--- src/hw/mcd_cfg.svh ---
`ifndef MCD_CFG_SVH
`define MCD_CFG_SVH

// Avalon byte offsets and the address bit that selects the register window
`define MCD_OFS_INSTR 6'h00
`define MCD_OFS_STATUS 6'h04
`define MCD_OFS_REG_BASE 6'h20
`define MCD_REG_SEL_HI 5
`define MCD_REG_SEL_LO 5

// Status register bit positions
`define MCD_STAT_BUSY 0
`define MCD_STAT_ERR 1

// Instruction field positions (bit 15 is the first opcode bit)
`define MCD_OP_HI 15
`define MCD_OP_LO 13
`define MCD_S_HI 12
`define MCD_S_LO 8
`define MCD_RL_HI 7
`define MCD_RL_LO 5
`define MCD_D_HI 4
`define MCD_D_LO 0

// Operand codes
`define MCD_OP_MOVE 3'h0
`define MCD_D_INVALID 5'h08
`define MCD_ADDR_LOW 3'h7

// Reset values and the full-byte mask
`define MCD_WAITREQ_RST 1'b1
`define MCD_OE_N_RST 1'b1
`define MCD_FULL_MASK 8'hFF

`endif

--- src/hw/mcd_pkg.sv ---
package mcd_pkg;

    // Quarter of the instruction cycle
    typedef enum logic [1:0] {
        MCD_Q0 = 2'b00,
        MCD_Q1 = 2'b01,
        MCD_Q2 = 2'b10,
        MCD_Q3 = 2'b11
    } mcd_quarter_e;

    // Move form, {source on bus, destination on bus}
    typedef enum logic [1:0] {
        MCD_F_RR = 2'b00,
        MCD_F_RI = 2'b01,
        MCD_F_IR = 2'b10,
        MCD_F_II = 2'b11
    } mcd_form_e;

    typedef struct packed {
        logic [7:0][7:0] regs;
        logic [15:0] instr;
        mcd_quarter_e quarter;
        logic busy;
        logic err;
        logic [7:0] sync1;
        logic [7:0] sync2;
        logic [7:0] latch;
        logic [7:0] result;
        logic address_strobe;
        logic write_strobe;
        logic bank_select;
        logic [7:0] pb_out;
        logic pb_oe_n;
        logic waitreq;
        logic [31:0] rdata;
    } mcd_state_s;

    // Right rotate within the byte, amount always 0..7
    function automatic logic [7:0] mcd_rotr(input logic [7:0] d, input logic [2:0] n);
        logic [15:0] w;
        w = {d, d} >> n;
        return w[7:0];
    endfunction

    // Length field to low-bit mask, zero meaning all eight bits
    function automatic logic [7:0] mcd_lmask(input logic [2:0] len);
        logic [8:0] w;
        w = (9'h001 << len) - 9'h001;
        return (len == 3'h0) ? 8'hFF : w[7:0];
    endfunction

endpackage

--- src/hw/mcd_rotmerge.sv ---
`timescale 1ns/1ps
// Rotate, length mask, shift and merge with the I/O latch contents
module mcd_rotmerge
    import mcd_pkg::*;
(
    // Data in
    input wire logic [7:0] src,
    input wire logic [7:0] latch,
    // Controls
    input wire logic [2:0] rot,
    input wire logic [2:0] shift,
    input wire logic [2:0] len,
    input wire logic mask_en,
    input wire logic merge_en,
    input wire logic full,
    // Result
    output logic [7:0] res
);
    logic [7:0] rotated;
    logic [7:0] mask;
    logic [7:0] placed;

    // Rotation and positioning
    always_comb begin
        rotated = mcd_rotr(src, rot);
        placed = 8'(rotated << shift);
        mask = full ? 8'hFF : 8'(mcd_lmask(len) << shift);
        if (merge_en) begin
            res = (placed & mask) | (latch & ~mask);
        end else if (mask_en) begin
            res = rotated & mcd_lmask(len);
        end else begin
            res = rotated;
        end
    end
endmodule

--- src/hw/mcd_top.sv ---
`timescale 1ns/1ps
`include "mcd_cfg.svh"
module mcd_top
    import mcd_pkg::*;
(
    // Clock and reset
    input wire logic clk,
    input wire logic rst_n,
    // Avalon-MM slave
    input wire logic [5:0] address,
    input wire logic read,
    input wire logic write,
    input wire logic [3:0] byteenable,
    input wire logic [31:0] writedata,
    output logic [31:0] readdata,
    output logic waitrequest,
    // Peripheral bus pins
    input wire logic [7:0] peripheral_bus_in,
    output logic [7:0] peripheral_bus_out,
    output logic peripheral_bus_oe_n,
    output logic address_strobe,
    output logic write_strobe,
    output logic bank_select
);
    mcd_state_s s_reg;
    mcd_state_s s_next;
    logic [4:0] src_code;
    logic [4:0] dst_code;
    logic [2:0] rl_field;
    mcd_form_e form;
    logic addr_dst;
    logic opp_bank;
    logic [7:0] src_val;
    logic [7:0] latch_eff;
    logic [7:0] merged;
    logic req;
    logic hit_cmd;

    // Field decode of the instruction in flight
    assign src_code = s_reg.instr[`MCD_S_HI:`MCD_S_LO];
    assign dst_code = s_reg.instr[`MCD_D_HI:`MCD_D_LO];
    assign rl_field = s_reg.instr[`MCD_RL_HI:`MCD_RL_LO];
    assign form = mcd_form_e'({src_code[4], dst_code[4]});
    assign addr_dst = !dst_code[4] && (dst_code[2:0] == `MCD_ADDR_LOW);
    assign opp_bank = (form == MCD_F_II) && (src_code[3] != dst_code[3]);
    assign req = read | write;
    assign hit_cmd = (address == `MCD_OFS_INSTR) || address[`MCD_REG_SEL_HI];

    // Data entering the datapath; the latch value is final at the end of quarter Q1
    assign latch_eff = (s_reg.quarter == MCD_Q1) ? s_reg.sync2 : s_reg.latch;
    assign src_val = src_code[4] ? latch_eff : s_reg.regs[src_code[2:0]];

    // Rotate amount, shift and mask per form
    mcd_rotmerge u_rotmerge (
        .src(src_val),
        .latch(latch_eff),
        .rot((form == MCD_F_RR) ? rl_field : ((form == MCD_F_RI) ? 3'h0 : src_code[2:0])),
        .shift(dst_code[4] ? dst_code[2:0] : 3'h0),
        .len(rl_field),
        .mask_en(form == MCD_F_IR),
        .merge_en(dst_code[4]),
        .full(opp_bank),
        .res(merged)
    );

    // Next state
    always_comb begin
        logic in_ph;
        logic out_ph;
        logic n_src_io;
        logic n_dst_io;
        logic n_addr;
        logic [4:0] n_s;
        logic [4:0] n_d;
        in_ph = 1'b0;
        out_ph = 1'b0;
        n_src_io = 1'b0;
        n_dst_io = 1'b0;
        n_addr = 1'b0;
        n_s = 5'h00;
        n_d = 5'h00;
        s_next = s_reg;

        // Pin synchroniser
        s_next.sync1 = peripheral_bus_in;
        s_next.sync2 = s_reg.sync1;

        // Quarter sequencing of one instruction
        if (s_reg.busy) begin
            unique case (s_reg.quarter)
                MCD_Q0: begin
                    s_next.latch = s_reg.sync2;
                    s_next.quarter = MCD_Q1;
                end
                MCD_Q1: begin
                    s_next.latch = s_reg.sync2;
                    s_next.result = merged;
                    s_next.quarter = MCD_Q2;
                end
                MCD_Q2: begin
                    s_next.quarter = MCD_Q3;
                end
                MCD_Q3: begin
                    s_next.quarter = MCD_Q0;
                    s_next.busy = 1'b0;
                    if (!dst_code[4] && !addr_dst) begin
                        if (dst_code == `MCD_D_INVALID) begin
                            s_next.err = 1'b1;
                        end else begin
                            s_next.regs[dst_code[2:0]] = s_reg.result;
                        end
                    end
                end
            endcase
        end

        // Avalon slave, one wait cycle, commands stall while busy
        if (!req) begin
            s_next.waitreq = 1'b1;
        end else if (s_reg.waitreq) begin
            if (!(write && hit_cmd && s_reg.busy)) begin
                s_next.waitreq = 1'b0;
                s_next.rdata = 32'h0000_0000;
                if (address == `MCD_OFS_INSTR) begin
                    s_next.rdata[15:0] = s_reg.instr;
                end else if (address == `MCD_OFS_STATUS) begin
                    s_next.rdata[`MCD_STAT_BUSY] = s_reg.busy;
                    s_next.rdata[`MCD_STAT_ERR] = s_reg.err;
                end else if (address[`MCD_REG_SEL_HI] && address[1:0] == 2'h0) begin
                    s_next.rdata[7:0] = s_reg.regs[address[4:2]];
                end
            end
        end else begin
            s_next.waitreq = 1'b1;
            if (write && address == `MCD_OFS_INSTR && byteenable[1:0] == 2'h3) begin
                s_next.instr = writedata[15:0];
                s_next.busy = (writedata[`MCD_OP_HI:`MCD_OP_LO] == `MCD_OP_MOVE);
                s_next.quarter = MCD_Q0;
            end else if (write && address == `MCD_OFS_STATUS && byteenable[0]) begin
                s_next.err = s_next.err & ~writedata[`MCD_STAT_ERR];
                if (s_reg.busy && s_reg.quarter == MCD_Q3 && dst_code == `MCD_D_INVALID) begin
                    s_next.err = 1'b1;
                end
            end else if (write && address[`MCD_REG_SEL_HI] && byteenable[0]) begin
                s_next.regs[address[4:2]] = writedata[7:0];
            end
        end

        // Pin states derived from the next quarter
        n_s = s_next.instr[`MCD_S_HI:`MCD_S_LO];
        n_d = s_next.instr[`MCD_D_HI:`MCD_D_LO];
        n_src_io = n_s[4];
        n_dst_io = n_d[4];
        n_addr = !n_dst_io && (n_d[2:0] == `MCD_ADDR_LOW);
        in_ph = s_next.busy && (s_next.quarter == MCD_Q0 || s_next.quarter == MCD_Q1);
        out_ph = s_next.busy && (s_next.quarter == MCD_Q2 || s_next.quarter == MCD_Q3);
        s_next.address_strobe = out_ph && n_addr;
        s_next.write_strobe = out_ph && n_dst_io;
        if (in_ph) begin
            s_next.bank_select = n_dst_io ? n_d[3] : (n_src_io & n_s[3]);
        end else if (out_ph) begin
            s_next.bank_select = (n_dst_io || n_addr) & n_d[3];
        end else begin
            s_next.bank_select = 1'b0;
        end
        if (out_ph && (n_dst_io || n_addr)) begin
            s_next.pb_oe_n = 1'b0;
            s_next.pb_out = s_next.result;
        end else begin
            s_next.pb_oe_n = 1'b1;
            s_next.pb_out = 8'h00;
        end
    end

    // State register
    always_ff @(posedge clk) begin
        if (!rst_n) begin
            s_reg <= '0;
            s_reg.waitreq <= `MCD_WAITREQ_RST;
            s_reg.pb_oe_n <= `MCD_OE_N_RST;
        end else begin
            s_reg <= s_next;
        end
    end

    // Outputs straight from the state register
    assign readdata = s_reg.rdata;
    assign waitrequest = s_reg.waitreq;
    assign peripheral_bus_out = s_reg.pb_out;
    assign peripheral_bus_oe_n = s_reg.pb_oe_n;
    assign address_strobe = s_reg.address_strobe;
    assign write_strobe = s_reg.write_strobe;
    assign bank_select = s_reg.bank_select;
endmodule

--- config.mk ---
export PLATFORM = sky130hd
export DESIGN_NAME = mcd_top
export DESIGN_NICKNAME = d
export VERILOG_FILES = /design/src/hw/mcd_pkg.sv /design/src/hw/mcd_rotmerge.sv /design/src/hw/mcd_top.sv
export VERILOG_INCLUDE_DIRS = /design/src /design/src/hw
export SDC_FILE = /design/constraint.sdc
export NUM_CORES = 1
export LEC_CHECK = 0
export BUFFER_PORTS_ARGS = -buffer_cell sky130_fd_sc_hd__buf_4
export CAP_MARGIN = 20
export CORE_ASPECT_RATIO = 1.1
export CORE_MARGIN = 2
export CORE_UTILIZATION = 60
export DETAILED_ROUTE_END_ITERATION = 10
export PLACE_DENSITY_LB_ADDON = 0.05
export REMOVE_ABC_BUFFERS = 1
export SYNTH_ARGS = -nofsm -noshare
export SYNTH_HDL_FRONTEND = slang
export SYNTH_SLANG_ARGS = --single-unit
--- constraint.sdc ---
create_clock -name clk -period 4.35 [get_ports clk]
set_input_delay 0.435 -clock clk [delete_from_list [all_inputs] [get_ports clk]]
set_output_delay 0.435 -clock clk [all_outputs]
set_load 0.05 [all_outputs]
# Word level (Yosys, flattened, before mapping)

Index checks and enable logic that the tools add are counted.

Register bits after elaboration: 145

Reductions and logical operators: 42
Bitwise operators: 12
Muxes and demuxes: 49
Equal/unequal tests: 15
Magnitude comparators: 5
Shifts and indexed selects: 4
$add $sub $neg: 1

Operator list:

| operator                                            | count |
|---|---|
| two-way mux 64 bit                                  | 7 |
| two-way mux 84 bit                                  | 2 |
| bitwise mux 64 bit                                  | 2 |
| two-way mux 8 bit                                   | 15 |
| binary-select mux 8 bit (select 3 bit)              | 2 |
| demux 8 bit (select 3 bit)                          | 2 |
| two-way mux 33 bit                                  | 1 |
| AND 8 bit                                           | 3 |
| logical AND 1 bit                                   | 22 |
| two-way mux 19 bit                                  | 1 |
| << shifter 8 x 3 -> 8 bit                           | 2 |
| >> shifter 16 x 3 -> 8 bit                          | 1 |
| == test 2 bit (second input constant)               | 7 |
| < comparator 3 x 4 -> 1 bit (second input constant) | 3 |
| two-way mux 1 bit                                   | 9 |
| two-way mux 3 bit                                   | 3 |
| AND reduction 3 bit                                 | 3 |
| logical NOT 2 bit                                   | 4 |
| NOT 8 bit                                           | 1 |
| OR 8 bit                                            | 1 |
| one-hot mux 2 bit (4 select lines)                  | 1 |
| << shifter 1 x 3 -> 8 bit (first input constant)    | 1 |
| subtractor 8 x 1 -> 8 bit (second input constant)   | 1 |
| == test 2 x 1 -> 1 bit (second input constant)      | 3 |
| other kinds (17)                                    | 31 |

# Depth between registers and ports, before layout

Depth in word-level cells: 21
Gate-level depth with buffers: 12
Depth with buffers taken out: 10

# Hierarchy

A second synthesis with hierarchy kept.

Cells, all modules: 994
Area, all modules: 8,832.2 um^2

By module, submodules not included:

| module       | times used | seq. area each (um^2) | area each (um^2) | cells each |
|---|---|---|---|---|
| mcd_top      | 1          | 2,902.8               | 7,225.7          | 767 |
| mcd_rotmerge | 1          | 0.0                   | 1,606.5          | 227 |

# Least setup slack after synthesis

Ideal clock, no wire load.

Path type: register to register
Start point: reg s_reg[80] (netlist bit)
End point: reg s_reg, in the netlist peripheral_bus_out[4]
Required time: 4.219 ns
Arrival: 2.879 ns
Cell stages (with the launch flop): 12
Setup time: 0.131 ns
Slack: 1.340 ns
Path through: dfxtp_1 > inv_1 > ha_1 > buf_6 > mux2_4 > and2_4 > a311oi_2 > a211oi_1 > or4_4 > mux2_4 > a2111oi_4 > a211oi_1

Cells in the longest elaborated chain, start to end: 11
Elaborated cells between the ends (all ways): 28

RTL lines:

| what                                                                                | RTL line       | source |
|---|---|---|
| from (decl)                                                                         | mcd_top.sv:25  | `mcd_state_s s_reg;` |
| from (signal assigned)                                                              | mcd_top.sv:182 | `s_reg <= s_next;` |
| parallel branches: the longest is 11 deep, another holds >> shifter 16 x 3 -> 8 bit | --             |  |

Several ways; the timed one is not identified.
A chain may end at the register's enable or synchronous reset.

# Worst setup path after layout

Start point: reg s_reg[80] (netlist bit)
End point: reg s_reg, in the netlist peripheral_bus_out[3]

Same word-level chain as after synthesis.

==> impl_results.html <==
<table>
<tr><th>Metric</th><th>Value</th></tr>
<tr><th colspan="2">STA</th></tr>
<tr><td>RSZ-0062 raised after global routing</td><td>false</td></tr>
<tr><td>Max frequency</td><td>258.8 MHz</td></tr>
<tr><td>Final number of max-transition violations</td><td>0</td></tr>
<tr><td>Layout Skew</td><td>10.27 ps</td></tr>
<tr><td>Post-layout minimum cycle time</td><td>3864 ps</td></tr>
<tr><td>Share of the clock period used by the worst path</td><td>88.83%</td></tr>
<tr><td>Number of hold-slack violations in the final timing report</td><td>0</td></tr>
<tr><td>Final hold slack</td><td>204.8 ps</td></tr>
<tr><td>Setup violation total in the final timing report</td><td>0</td></tr>
<tr><td>Total Neg Setup Slack</td><td>0 ps</td></tr>
<tr><td>Worst max-slew margin expressed relative to the limit</td><td>26.14%</td></tr>
<tr><td>Transition time at the pin with the least slew margin</td><td>1101 ps</td></tr>
<tr><th colspan="2">Floorplan</th></tr>
<tr><td>Area of the die</td><td>15600 um^2</td></tr>
<tr><td>Initial core utilization</td><td>61.18%</td></tr>
<tr><td>Core box area</td><td>14330 um^2</td></tr>
<tr><td>Number of placement rows</td><td>46</td></tr>
<tr><td>Num ports</td><td>99</td></tr>
<tr><td>Overall die height</td><td>130.8 um</td></tr>
<tr><td>Die width</td><td>119.3 um</td></tr>
<tr><th colspan="2">Power</th></tr>
<tr><td>Internal portion of total power</td><td>2.259 mW</td></tr>
<tr><td>Switching power summed over all nets</td><td>0.7741 mW</td></tr>
<tr><td>Leakage power total</td><td>3.490 nW</td></tr>
<tr><td>Sequential Power Share</td><td>44.6%</td></tr>
<tr><td>Clk network pwr share</td><td>49.1%</td></tr>
<tr><td>Switching power share of the total</td><td>25.52%</td></tr>
<tr><td>Ratio of total power to cell area</td><td>316.8 nW/um^2</td></tr>
<tr><td>Relative contribution of combinational cells to total power</td><td>6.3%</td></tr>
<tr><td>Maximum VDD drop</td><td>240.5 uV</td></tr>
<tr><th colspan="2">Worst setup path</th></tr>
<tr><td>Worst endpoint data arrival time</td><td>4170 ps</td></tr>
<tr><td>Capturing point of the worst reg2reg path</td><td>peripheral_bus_out[3]</td></tr>
<tr><td>Biggest fanout along the worst timing path</td><td>11</td></tr>
<tr><td>Critical R2R Launch</td><td>s_reg[80]</td></tr>
<tr><td>Critical path destination</td><td>peripheral_bus_out[3]</td></tr>
<tr><td>Data required time at the worst endpoint</td><td>4650 ps</td></tr>
<tr><td>Critical Path End Type</td><td>register</td></tr>
<tr><td>Critical path startpoint</td><td>s_reg[80]</td></tr>
<tr><td>Category of the most critical setup path</td><td>register to register</td></tr>
<tr><td>Number of cells traversed by the worst register-to-register path</td><td>10</td></tr>
<tr><td>Reg-to-reg setup timing slack</td><td>490 ps</td></tr>
<tr><td>Launching element type of the critical path</td><td>register</td></tr>
<tr><th colspan="2">Routing</th></tr>
<tr><td>Top metal layer carrying routed signals</td><td>met4</td></tr>
<tr><td>Number of vias after detailed routing</td><td>7941</td></tr>
<tr><td>Detailed-route wire length on metal 1</td><td>10510 um</td></tr>
<tr><td>Number of DRC violations after detailed routing</td><td>0</td></tr>
<tr><td>1st-pass router iterations</td><td>7</td></tr>
<tr><td>Remaining number of nets flagged by the antenna check after routing</td><td>0</td></tr>
<tr><td>Initial drt markers</td><td>861</td></tr>
<tr><td>Detailed-route vias per instance</td><td>6.568</td></tr>
<tr><td>Final wirelength</td><td>25680 um</td></tr>
<tr><td>Total met3 wirelength after detailed routing</td><td>1915 um</td></tr>
<tr><td>Met2 wirelength from detailed routing</td><td>12480 um</td></tr>
<tr><td>Mean routed wirelength per cell</td><td>21.24 um</td></tr>
<tr><th colspan="2">Flow run</th></tr>
<tr><td>Max-cap violations</td><td>0</td></tr>
<tr><th colspan="2">Clock tree</th></tr>
<tr><td>Clock latency on the worst-skew pair</td><td>430 ps</td></tr>
<tr><td>CTS Sinks</td><td>145</td></tr>
<tr><td>Post CTS Setup Buffer Count</td><td>0</td></tr>
<tr><td>Clock root buffer master</td><td>clkbuf_16</td></tr>
<tr><td>TritonCTS clock tree</td><td>done</td></tr>
<tr><td>CTS H-Tree Depth</td><td>4</td></tr>
<tr><td>CTS hold repair buffers</td><td>0</td></tr>
<tr><td>Number of cells upsized or downsized after cts</td><td>0</td></tr>
<tr><td>Maximum root-to-sink buffer count</td><td>2</td></tr>
<tr><td>Clock transition time at the flip-flop clock pins of the worst setup and hold paths</td><td>70 ps</td></tr>
<tr><td>Number of buffers created by CTS</td><td>17</td></tr>
<tr><th colspan="2">Min path</th></tr>
<tr><td>HP Class</td><td>input port to register</td></tr>
<tr><th colspan="2">GRT</th></tr>
<tr><td>Number of antenna violations at the first check in global routing</td><td>0</td></tr>
<tr><td>Via count of the first global-routing pass</td><td>7369</td></tr>
<tr><td>All-Layer GR Usage</td><td>33.60%</td></tr>
<tr><td>Largest net degree at the start of global routing</td><td>97</td></tr>
<tr><td>GRT Residual Overflow</td><td>0</td></tr>
<tr><td>Global-route wire length before repair</td><td>40780 um</td></tr>
<tr><th colspan="2">Cells and area</th></tr>
<tr><td>Cell Count, Final, Fillers Out</td><td>1209</td></tr>
<tr><td>P&amp;R area growth vs syn</td><td>9.191%</td></tr>
<tr><td>Max reg flops</td><td>99</td></tr>
<tr><td>Count of inserted antenna diode cells</td><td>0</td></tr>
<tr><td>Final design instance area without fill</td><td>9573 um^2</td></tr>
<tr><td>Count of fill cells added during filler insertion</td><td>1229</td></tr>
<tr><td>Proportion of layout cells with a drive suffix above 1</td><td>14.75%</td></tr>
<tr><td>Post-layout nets</td><td>1063</td></tr>
<tr><th colspan="2">Synth</th></tr>
<tr><td>Post-synth ARST share</td><td>0%</td></tr>
<tr><td>Top flip-flop cell by instance count after synthesis</td><td>dfxtp_1</td></tr>
<tr><td>Portion of the post-synthesis area used by sequential elements</td><td>33.11%</td></tr>
<tr><td>Number of unique standard cell types used by synthesis</td><td>76</td></tr>
<tr><td>Count of flip-flops with a built-in enable after synthesis</td><td>0</td></tr>
<tr><td>Flop and latch count out of synthesis</td><td>145</td></tr>
<tr><td>Synthesized area</td><td>8767 um^2</td></tr>
<tr><td>Synth Area per Inst</td><td>8.595 um^2</td></tr>
<tr><td>Warnings from Yosys</td><td>0</td></tr>
<tr><td>Number of cells produced by synthesis</td><td>1020</td></tr>
<tr><th colspan="2">Place</th></tr>
<tr><td>Total placed instance area</td><td>8976 um^2</td></tr>
<tr><td>Post-Place Cells</td><td>1177</td></tr>
<tr><td>Dpl hpwl</td><td>18200 um</td></tr>
<tr><td>Port Buf Inserts</td><td>64</td></tr>
<tr><td>Final weighted congestion of routability-driven global placement</td><td>0.9888</td></tr>
<tr><th colspan="2">Outcome</th></tr>
<tr><td>Run status</td><td>finished clean</td></tr>
</table>
[layout make-up]
cell class | instances | area, um^2 | area share (%)
repair buffers | 79 | 605.6 | 6.326
well taps | 192 | 240.2 | 2.509
clock inverters | 15 | 171.4 | 1.791
inverters | 11 | 42.54 | 0.4444
flip-flops and latches | 145 | 2904 | 30.34
clock buffers | 17 | 425.4 | 4.444
multi-input cells | 750 | 5184 | 54.15
[cells by family after synthesis]
group	count (synthesis)	share of synthesized area, %
fa+ha+maj	5	0.7136
mux	144	18.91
compound gates	266	21.78
simple gates	317	16.84
other cells	1	0.04277
xor+xnor	2	0.1998
buf+inv	140	8.406
flops	145	33.11
[synthesized netlist by cell type, drive strengths merged, types with 17 or more instances]
cell / number / area, um^2
nor3: 24 / 125.1
nand2: 74 / 277.8
buf: 65 / 455.4
o21ai: 25 / 125.1
dfxtp: 145 / 2903
and2: 25 / 158.9
a211oi: 105 / 788.3
mux2i: 124 / 1241
a22oi: 17 / 127.6
clkbuf: 64 / 240.2
a21oi: 47 / 239.0
nor2: 128 / 483.0
nand3: 20 / 100.1
[per-stage QoR]
stage          setup slack, ps  utilization (%)  total power [mW]
2_1_floorplan            691.5                -             1.485
3_3_place_gp             617.6            62.63             1.568
3_5_place_dp             580.5            62.63             1.570
4_1_cts                  541.1            66.80             3.045
5_1_grt                  172.2            66.80             3.106
6_report                 485.9            66.80             3.033
[metal layers]
layer  vias to the layer above  GRT usage, %
met5                         -             0
met4                         0         14.08
met3                        69         5.816
met2                       371         57.61
met1                      3817         42.19
li1                       3684             -
[critical path, cell delays in order, from the launching register on]
cell and delay, ps:
dfxtp_1 340, inv_1 110, ha_1 560, mux2i_1 480
nor2_1 100, a311oi_1 650, a211oi_1 140, o41ai_1 610
a21oi_1 210, nor3_1 380, o21ai_1 130
[worst min-delay path by stage]
| stage | slack, ps | cells after the start | endpoint | startpoint |
|---|---|---|---|---|
| floorplan | 410 | 1 | s_reg[61] | s_next[61] |
| global placement | 410 | 1 | s_reg[68] | s_next[68] |
| detailed placement | 420 | 1 | s_reg[68] | s_next[68] |
| CTS | 200 | 2 | s_next[67] | peripheral_bus_in[6] |
| global route | 200 | 2 | s_next[62] | peripheral_bus_in[1] |
| finish | 200 | 2 | s_next[67] | peripheral_bus_in[6] |
[placed cells by master (no fill, tap or decap), types with 5 or more instances in the layout]
master     Yosys  final
o21ai_0       16     16
clkinv_4       0      5
conb_1         1     16
nand2b_1       7      7
a31oi_1       12     12
inv_1         10      9
nand4_1        6      6
o21ai_1        9      9
o211ai_1       6      6
nand3_1       20     20
a211oi_1     105    105
o21a_1         5      5
ha_1           5      5
o41ai_1        5      5
buf_4         43     78
inv_6          0      5
nor2_1       127    127
a22oi_1       17     17
and2_1        24     24
mux2i_1      124    124
a21oi_1       46     46
dfxtp_1      145    144
nor3_1        23     23
and3_1         5      5
clkbuf_16      0     17
mux4_2        16     16
nand2_1       74     74
nor4_1         6      6
[power by group through the flow]
stage	combinational, mW	sequential (mW)	clock [mW]
detailed placement	0.188	1.38	0
finish	0.190	1.35	1.49
global route	0.202	1.35	1.55
CTS	0.188	1.35	1.50
floorplan	0.0845	1.40	0
global placement	0.186	1.38	0
No activity file was read; power rests on OpenSTA's default activity.
